**src/common/mcfg_pkg.sv**
```systemverilog
// Package for the module configuration and shutdown control block.
// Assumes a single pclk domain and an APB register port.
package mcfg_pkg;

    localparam logic [7:0] ADDR_CTRL   = 8'h00;
    localparam logic [7:0] ADDR_STATUS = 8'h04;
    localparam logic [7:0] ADDR_CONFIG = 8'h08;

    localparam int CTRL_DISP_ON   = 0;
    localparam int CTRL_CLR_LATCH = 1;
    localparam int CTRL_CAL_REQ   = 2;
    localparam int CTRL_PWD_OK    = 3;

    localparam logic [31:0] CTRL_RESET = 32'h0000_0000;

    localparam logic [1:0] RI_OFF   = 2'b00;
    localparam logic [1:0] RI_LIVE  = 2'b10;
    localparam logic [1:0] RI_LATCH = 2'b11;

    localparam logic [1:0] CAL_INHIBIT = 2'b00;
    localparam logic [1:0] CAL_FACTORY = 2'b10;
    localparam logic [1:0] CAL_NORMAL  = 2'b11;

    typedef enum logic [1:0]
    {
        MCFG_START = 2'b00,
        MCFG_SAMPLE = 2'b01,
        MCFG_RUN = 2'b11
    } mcfg_phase_t;

    typedef struct packed
    {
        logic [1:0] ri_mode;
        logic       disp_en;
        logic [1:0] cal_mode;
        logic       pon_default;
        logic [1:0] service;
    } mcfg_cfg_t;

    typedef struct packed
    {
        mcfg_phase_t phase;
        mcfg_cfg_t   cfg;
        logic        sync1;
        logic        sync2;
        logic        latched;
        logic        disp_sw;
        logic        pwd_ok;
        logic        cal_active;
        logic        factory_restore;
        logic        boot_recall;
        logic        boot_default;
        logic        out_off;
        logic [31:0] prdata;
    } mcfg_state_t;

endpackage : mcfg_pkg

```
**src/hdl/mcfg_top.sv**
```systemverilog
// Configuration switch decoder and output shutdown control for a power module.
// Assumes the shutdown line and switches are asynchronous, pclk at 50 MHz.
//
// Local design decisions: the register offsets and the APB slave port.
`timescale 1ns/100ps
`default_nettype none

// How it works
// - Contact closure to ground counts as shutdown
// - Switches 1,2 select off, live, latching
// - Disabled mode leaves output untouched
// - Latching mode shuts and stays off
// - Latched shutdown cleared only by software
// - Live mode shuts only while line low
// - Live mode restores when line returns high
// - Switch 3 low blanks indicators, annunciators untouched
// - Enabled switch lets software toggle indicators
// - Switches 4,5 select inhibit, factory, normal
// - Normal calibration needs valid password
// - Factory mode restores constants without password
// - Switch 6 high boots default reset state
// - Switch 6 low recalls saved slot zero
module mcfg_top
(
    input  wire logic        pclk,
    input  wire logic        presetn,
    input  wire logic        psel,
    input  wire logic        penable,
    input  wire logic        pwrite,
    input  wire logic [7:0]  paddr,
    input  wire logic [31:0] pwdata,
    output logic      [31:0] prdata,
    output logic             pready,
    output logic             pslverr,
    input  wire logic        remote_shutdown_line,
    input  wire logic [7:0]  config_switch,
    output logic             output_shutdown,
    output logic             indicators_on,
    output logic             annunciators_on,
    output logic             cal_enable,
    output logic             factory_restore,
    output logic             recall_slot_zero_state,
    output logic             default_reset_state
);

    mcfg_pkg::mcfg_state_t s;
    mcfg_pkg::mcfg_state_t next_s;

    logic wr;
    logic rd;
    logic addr_ok;
    logic ri_low;
    logic ctrl_wr;

    function automatic logic addr_hit(input logic [7:0] a);
        addr_hit = (a == mcfg_pkg::ADDR_CTRL) || (a == mcfg_pkg::ADDR_STATUS)
                   || (a == mcfg_pkg::ADDR_CONFIG);
    endfunction : addr_hit

    assign addr_ok = addr_hit(paddr);
    assign wr      = psel && penable && pwrite;
    assign ctrl_wr = wr && paddr == mcfg_pkg::ADDR_CTRL;
    assign rd      = psel && !penable && !pwrite;
    // The line is low-true; a grounded contact reads the same as a mainframe request.
    assign ri_low  = !s.sync2;

    ////////////////////////////////////////////////////////////////////////////
    always_comb
    begin
        next_s       = s;
        next_s.sync1 = remote_shutdown_line;
        next_s.sync2 = s.sync1;
        case (s.phase)
            mcfg_pkg::MCFG_START:
            begin
                next_s.phase = mcfg_pkg::MCFG_SAMPLE;
            end
            mcfg_pkg::MCFG_SAMPLE:
            begin
                // Sampled once so a switch nudged in service cannot change modes live.
                next_s.cfg.ri_mode     = config_switch[1:0];
                next_s.cfg.disp_en     = config_switch[2];
                next_s.cfg.cal_mode    = config_switch[4:3];
                next_s.cfg.pon_default = config_switch[5];
                next_s.cfg.service     = config_switch[7:6];
                next_s.boot_default    = config_switch[5];
                next_s.boot_recall     = !config_switch[5];
                next_s.phase           = mcfg_pkg::MCFG_RUN;
            end
            mcfg_pkg::MCFG_RUN:
            begin
                next_s.boot_default = 1'b0;
                next_s.boot_recall  = 1'b0;
            end
            default:
            begin
                next_s.phase = mcfg_pkg::MCFG_START;
            end
        endcase

        next_s.factory_restore = 1'b0;
        if (wr && paddr == mcfg_pkg::ADDR_CTRL)
        begin
            next_s.disp_sw = pwdata[mcfg_pkg::CTRL_DISP_ON];
            if (pwdata[mcfg_pkg::CTRL_CLR_LATCH])
            begin
                next_s.latched = 1'b0;
            end
            if (pwdata[mcfg_pkg::CTRL_PWD_OK])
            begin
                next_s.pwd_ok = 1'b1;
            end
            if (pwdata[mcfg_pkg::CTRL_CAL_REQ])
            begin
                if (s.cfg.cal_mode == mcfg_pkg::CAL_NORMAL)
                begin
                    next_s.cal_active = s.pwd_ok;
                end
                else if (s.cfg.cal_mode == mcfg_pkg::CAL_FACTORY)
                begin
                    next_s.factory_restore = 1'b1;
                end
            end
        end
        if (s.cfg.cal_mode != mcfg_pkg::CAL_NORMAL)
        begin
            next_s.cal_active = 1'b0;
        end

        // Setting the latch wins over a software clear in the same cycle.
        if (s.phase == mcfg_pkg::MCFG_RUN && s.cfg.ri_mode == mcfg_pkg::RI_LATCH
            && ri_low)
        begin
            next_s.latched = 1'b1;
        end
        if (s.cfg.ri_mode != mcfg_pkg::RI_LATCH)
        begin
            next_s.latched = 1'b0;
        end

        case (s.cfg.ri_mode)
            mcfg_pkg::RI_LATCH: next_s.out_off = next_s.latched;
            mcfg_pkg::RI_LIVE:  next_s.out_off = ri_low;
            default:            next_s.out_off = 1'b0;
        endcase
        if (s.phase != mcfg_pkg::MCFG_RUN)
        begin
            next_s.out_off = 1'b0;
        end

        next_s.prdata = 32'h0000_0000;
        if (rd)
        begin
            case (paddr)
                mcfg_pkg::ADDR_CTRL:   next_s.prdata = {28'h000_0000, s.pwd_ok, 2'b00,
                                                        s.disp_sw};
                mcfg_pkg::ADDR_STATUS: next_s.prdata = {27'h000_0000, s.cal_active,
                                                        s.sync2, s.latched, s.out_off,
                                                        s.phase == mcfg_pkg::MCFG_RUN};
                mcfg_pkg::ADDR_CONFIG: next_s.prdata = {24'h00_0000, s.cfg};
                default:               next_s.prdata = 32'h0000_0000;
            endcase
        end
        else if (psel && penable)
        begin
            next_s.prdata = s.prdata;
        end
    end

    ////////////////////////////////////////////////////////////////////////////
    always_ff @(posedge pclk or negedge presetn)
    begin
        if (!presetn)
        begin
            s         <= '0;
            s.sync1   <= 1'b1;
            s.sync2   <= 1'b1;
            s.disp_sw <= mcfg_pkg::CTRL_RESET[mcfg_pkg::CTRL_DISP_ON];
        end
        else
        begin
            s <= next_s;
        end
    end

    assign prdata                 = s.prdata;
    assign pready                 = 1'b1;
    assign pslverr                = psel && penable && !addr_ok;
    assign output_shutdown        = s.out_off;
    assign indicators_on          = s.cfg.disp_en && s.disp_sw;
    assign annunciators_on        = 1'b1;
    assign cal_enable             = s.cal_active;
    assign factory_restore        = s.factory_restore;
    assign recall_slot_zero_state = s.boot_recall;
    assign default_reset_state    = s.boot_default;

    ////////////////////////////////////////////////////////////////////////////
    // Remote shutdown response; every check here sits behind the two-flop synchroniser.
    live_follow_a: assert property (@(posedge pclk) disable iff (!presetn)
        s.phase == mcfg_pkg::MCFG_RUN && s.cfg.ri_mode == mcfg_pkg::RI_LIVE
        |=> output_shutdown == !$past(s.sync2))
        else $error("live shutdown wrong");
    live_restore_a: assert property (@(posedge pclk) disable iff (!presetn)
        s.phase == mcfg_pkg::MCFG_RUN && s.cfg.ri_mode == mcfg_pkg::RI_LIVE
        && $rose(s.sync2) |=> !output_shutdown)
        else $error("no live restore");
    live_unlatched_a: assert property (@(posedge pclk) disable iff (!presetn)
        s.cfg.ri_mode == mcfg_pkg::RI_LIVE
        |-> !s.latched)
        else $error("live mode latched");
    off_ignore_a: assert property (@(posedge pclk) disable iff (!presetn)
        s.cfg.ri_mode == mcfg_pkg::RI_OFF
        |-> !output_shutdown)
        else $error("disabled mode shut output");
    off_unlatched_a: assert property (@(posedge pclk) disable iff (!presetn)
        s.cfg.ri_mode == mcfg_pkg::RI_OFF
        |-> !s.latched)
        else $error("disabled mode latched");
    latch_hold_a: assert property (@(posedge pclk) disable iff (!presetn)
        s.phase == mcfg_pkg::MCFG_RUN && s.cfg.ri_mode == mcfg_pkg::RI_LATCH && !s.sync2
        |=> output_shutdown)
        else $error("latch did not shut");
    latch_cause_a: assert property (@(posedge pclk) disable iff (!presetn)
        $rose(s.latched)
        |-> !$past(s.sync2))
        else $error("latch set without request");
    latch_stay_a: assert property (@(posedge pclk) disable iff (!presetn)
        s.latched && !(ctrl_wr && pwdata[mcfg_pkg::CTRL_CLR_LATCH])
        && s.cfg.ri_mode == mcfg_pkg::RI_LATCH |=> s.latched)
        else $error("latch dropped alone");
    latch_clear_a: assert property (@(posedge pclk) disable iff (!presetn)
        s.phase == mcfg_pkg::MCFG_RUN && s.cfg.ri_mode == mcfg_pkg::RI_LATCH && s.sync2
        && ctrl_wr && pwdata[mcfg_pkg::CTRL_CLR_LATCH] |=> !output_shutdown)
        else $error("latch clear ignored");
    run_gate_a: assert property (@(posedge pclk) disable iff (!presetn)
        s.phase != mcfg_pkg::MCFG_RUN
        |=> !output_shutdown)
        else $error("shutdown before switch sample");

    // Indicators; the annunciators stay lit whatever the display switch says.
    disp_blank_a: assert property (@(posedge pclk) disable iff (!presetn)
        !s.cfg.disp_en
        |-> !indicators_on && annunciators_on)
        else $error("indicators not blanked");
    disp_follow_a: assert property (@(posedge pclk) disable iff (!presetn)
        s.cfg.disp_en
        |-> indicators_on == s.disp_sw && annunciators_on)
        else $error("indicators ignore software");
    disp_write_a: assert property (@(posedge pclk) disable iff (!presetn)
        ctrl_wr
        |=> s.disp_sw == $past(pwdata[mcfg_pkg::CTRL_DISP_ON]))
        else $error("display write lost");

    // Calibration grants and the one-cycle factory restore pulse.
    cal_pwd_a: assert property (@(posedge pclk) disable iff (!presetn)
        $rose(cal_enable)
        |-> $past(s.pwd_ok) && s.cfg.cal_mode == mcfg_pkg::CAL_NORMAL)
        else $error("calibration without password");
    cal_grant_a: assert property (@(posedge pclk) disable iff (!presetn)
        ctrl_wr && pwdata[mcfg_pkg::CTRL_CAL_REQ] && s.pwd_ok
        && s.cfg.cal_mode == mcfg_pkg::CAL_NORMAL |=> cal_enable)
        else $error("calibration refused");
    cal_mode_a: assert property (@(posedge pclk) disable iff (!presetn)
        cal_enable
        |-> s.cfg.cal_mode == mcfg_pkg::CAL_NORMAL)
        else $error("calibration outside normal mode");
    factory_go_a: assert property (@(posedge pclk) disable iff (!presetn)
        ctrl_wr && pwdata[mcfg_pkg::CTRL_CAL_REQ]
        && s.cfg.cal_mode == mcfg_pkg::CAL_FACTORY |=> factory_restore)
        else $error("factory restore missing");
    factory_only_a: assert property (@(posedge pclk) disable iff (!presetn)
        factory_restore
        |-> s.cfg.cal_mode == mcfg_pkg::CAL_FACTORY && !cal_enable)
        else $error("factory restore in wrong mode");
    factory_pulse_a: assert property (@(posedge pclk) disable iff (!presetn)
        factory_restore
        |=> !factory_restore)
        else $error("factory restore held");

    // Power-on choice and switch sampling; a later switch change must not leak in.
    boot_pick_a: assert property (@(posedge pclk) disable iff (!presetn)
        s.phase == mcfg_pkg::MCFG_SAMPLE |=> recall_slot_zero_state == !s.cfg.pon_default
        && default_reset_state == s.cfg.pon_default)
        else $error("boot select wrong");
    boot_once_a: assert property (@(posedge pclk) disable iff (!presetn)
        s.phase == mcfg_pkg::MCFG_RUN && $past(s.phase) == mcfg_pkg::MCFG_RUN
        |-> !recall_slot_zero_state && !default_reset_state)
        else $error("boot pulse repeated");
    cfg_frozen_a: assert property (@(posedge pclk) disable iff (!presetn)
        s.phase == mcfg_pkg::MCFG_RUN
        |=> $stable(s.cfg))
        else $error("switches sampled twice");
    phase_run_a: assert property (@(posedge pclk) disable iff (!presetn)
        s.phase == mcfg_pkg::MCFG_SAMPLE || s.phase == mcfg_pkg::MCFG_RUN
        |=> s.phase == mcfg_pkg::MCFG_RUN)
        else $error("sample phase left wrongly");
    sync_delay_a: assert property (@(posedge pclk) disable iff (!presetn)
        1'b1
        |-> ##2 s.sync2 == $past(remote_shutdown_line, 2))
        else $error("sync chain wrong");

endmodule : mcfg_top

`default_nettype wire

```
**config.mk**
```make
export PLATFORM = sky130hd
export DESIGN_NAME = mcfg_top
export DESIGN_NICKNAME = d
export VERILOG_FILES = /design/src/common/mcfg_pkg.sv /design/src/hdl/mcfg_top.sv
export SDC_FILE = /design/constraint.sdc
export NUM_CORES = 1
export LEC_CHECK = 0
export BUFFER_PORTS_ARGS = -buffer_cell sky130_fd_sc_hd__buf_4
export CAP_MARGIN = 10
export CORE_MARGIN = 5
export CORE_UTILIZATION = 46
export DETAILED_ROUTE_END_ITERATION = 10
export PLACE_DENSITY = 0.84
export SLEW_MARGIN = 20
export SYNTH_ARGS = -nofsm -noshare
export SYNTH_HDL_FRONTEND = slang
export SYNTH_SLANG_ARGS = --single-unit
```
**constraint.sdc**
```tcl
create_clock -name pclk -period 2.6 [get_ports pclk]
set_input_delay 0.39 -clock pclk [delete_from_list [all_inputs] [get_ports pclk]]
set_output_delay 0.39 -clock pclk [all_outputs]
set_load 0.01 [all_outputs]
```
==> results by group <==
Clock tree
  – Post-CTS setup buffer count: 0
  – Clk sinks: 28
  – Clock Tree Root: clkbuf_4
  – CTS Buf Count: 3
  – PostCTS Resize Cnt: 0
  – Reg clk slew, reported paths: 0.14 ns
  – CTS tree: done
  – Clock Latency Late Sink: 0.33 ns
  – H-tree depth: 1
  – CTS Buffer Depth: 2

Logic synthesis
  – Post-synth cell types: 35
  – Ys flop type: dfrtp_1
  – Cell accounting for the most synthesized area: dfrtp_1
  – Area contributors post-synth: dfrtp_1 (43%), buf_4 (17%), mux2_2 (4.5%), a22o_1 (4.1%), dfstp_2 (3.5%)
  – Top cell type's share of synthesized area: 0.431
  – Post-synth EDFFs: 0
  – Mapped Cells: 135
  – Top-count cell post-synth: buf_4
  – Register area share after synthesis: 0.466
  – Synth Cell Area: 0.00151 mm^2
  – Syn avg cell area: 11.2 um^2
  – Synth top cells by count: buf_4 (34), dfrtp_1 (26), a22o_1 (7)
  – Yosys warns: 0
  – Synthesized flop and latch total: 28
  – Asr flop ratio synth: 1.00

Worst setup path
  – Most common cell on crit path: buf_4
  – CP bufs+invs: 2
  – Setup CP Type: input port to output port
  – Crit path arrival time: 1.59 ns
  – Critical Path Slowest Stage Cell: or4_4
  – Cell chain of the critical path: buf_4 > or4_4 > o31a_2 > buf_4
  – Reg2reg start: s[50]
  – Crit path from: paddr[7]
  – CP Data Required Time: 2.21 ns
  – Largest stage delay, worst path: 0.58 ns
  – Crit path max-delay family: simple AND/OR/NAND/NOR gates
  – Critical path endpoint category: output port
  – Startpoint Class: input port
  – Max FO, Critical Path: 4

Power
  – Combinational Power Share: 0.134
  – NetSw: 0.000185 W
  – Clock power share: 0.247
  – Register share of total power: 0.620
  – Internal power: 0.000552 W
  – Leakage: 0.844 nW
  – Switching share of power: 0.251
  – Max IR drop VDD: 0.320 mV
  – PwrDens: 427 mW/mm^2

GRT
  – Met2 track utilization from global routing: 0.227
  – First-pass GRT wire length: 4630 um
  – Pin count of the biggest net entering global routing: 29
  – Gr busiest metal: met2
  – Vias in the first global route: 1056
  – GRT met1 Usage: 0.160
  – Gr usage total: 0.136
  – Antenna violations before repair: 0
  – Met3 Resource Use GR: 0.0349
  – Total grt overflow: 0

Placement
  – Post-Place Setup Slack: 0.625 ns
  – DP HPWL: 2470 um
  – GPL Wtd Cong: 0.762
  – # port buffers: 40

Routing
  – Avg WL per Cell: 14.2 um
  – WL final: 2980 um
  – Antenna Nets Post-Route: 0
  – DR iter-0 viols: 19
  – Vias/cell: 4.91
  – Remaining routing DRC violations: 0
  – Via count: 1032
  – Pre-Repair DR Iteration Count: 4

Finish
  – Synth-to-layout area growth: 14.2%
  – Nets: 221
  – Antenna cells: 0
  – Share of layout cells above drive strength 1: 0.355
  – # fillers: 279
  – Post-layout util: 0.555

Die
  – Die H: 67.3 um
  – Core ar.: 0.00310 mm^2
  – Core Rows: 20
  – Initial core utilization: 0.486
  – I/O pin count: 95
  – Die Span X: 67.3 um
  – Die ar.: 0.00453 mm^2

Status
  – Outcome: completed

Timing
  – Hold WS: 0.154 ns
  – Clock Skew: 0.00266 ns
  – Setup violators final: 0
  – Fin. Hold Viols: 0
  – RSZ-0062 raised after global routing: false
  – Setup_tns: 0 ns
  – Pins Over Slew Limit: 0
  – Min cycle time layout: 1.98 ns
  – Final WS setup: 0.623 ns
  – Peak Freq: 506 MHz
  – Crit share post-route: 0.760

Min path
  – Worst Hold Class: input port to register
  – HP Start: remote_shutdown_line

Job
  – Max-cap violation count: 0
-- state kept, by name, summed over array words and instances (netlist names) --
signal / flops
cal_enable: 1
default_reset_state: 1
factory_restore: 1
next_s: 1
output_shutdown: 1
prdata: 8
recall_slot_zero_state: 1
s: 14
-- cells in the final DEF (no fill, tap or decap), types with 2 or more instances in the layout --
cell	instances
mux2i_1	2
a22o_1	7
nand2b_1	2
conb_1	26
and3b_1	2
or2_2	2
mux2_2	6
a32o_1	4
dfstp_2	2
dfrtp_1	26
nor2b_1	5
o21ai_0	4
buf_4	41
clkbuf_4	3
and2_1	3
nand3_1	3
nor4_4	2
nand2_1	3
inv_1	6
a21o_1	2
-- metal layers --
layer / routed length [um] / vias to the layer above
met3: 254 / 11
met2: 1460 / 54
li1: - / 473
met4: 100 / 0
met5: 0 / -
met1: 1170 / 494
-- per-stage QoR --
step / cells / total power, W / area (um^2)
after floorplan: 159 / 0.000539 / 1600
after global placement: 205 / 0.000555 / 1690
after detailed placement: 205 / 0.000561 / 1690
after CTS: 210 / 0.000743 / 1720
after global routing: 210 / 0.000772 / 1720
final: 210 / 0.000736 / 1720
-- logic make-up after synthesis --
logic type	synth area share
buffers and inverters	0.197
DFF	0.466
and+or+nand+nor	0.139
AOI/OAI and AO/OA	0.127
muxes	0.0655
other	0.00498
-- repair_timing --
action                     4_1_cts  5_1_grt
setup endpoints to repair        0        0
hold endpoints to repair        26        0
hold buffers                     1        0
-- worst reg2reg max path, delay by kind of cell (launching register included) --
kind,cells,cell delay (ns)
buffers and inverters,1,0.23
AND/OR/NAND/NOR,1,0.41
flip-flops,1,0.49
multiplexers,1,0.33
-- path summary, 6_finish.rpt --
check | end | slack (ns) | cells after the start
max in group asynchronous | s[40] | 1.81 | 2
max reg2reg | s[48] | 1.05 | 3
max | pslverr | 0.62 | 4
min in group asynchronous | s[50] | 0.49 | 2
min | next_s[40] | 0.15 | 1
min reg2reg | s[40] | 0.37 | 0
-- cell type report --
type / instances / area [um^2] / area share
Clock buffer: 4 / 26.3 / 0.0153
Tap cell: 44 / 55.1 / 0.0320
Timing Repair Buffer: 42 / 318 / 0.184
Inverter: 6 / 22.5 / 0.0131
Multi-Input combinational cell: 86 / 598 / 0.347
Sequential cell: 28 / 703 / 0.408
-- power by group through the flow --
stage               Sequential [W]  Clock, W  Combinational, W
finish                    0.000456  0.000182         0.0000984
global route              0.000458  0.000205          0.000109
global placement          0.000463         0         0.0000923
detailed placement        0.000464         0         0.0000969
floorplan                 0.000461         0         0.0000778
CTS                       0.000456  0.000189         0.0000982
No activity file was read; power rests on OpenSTA's default activity.
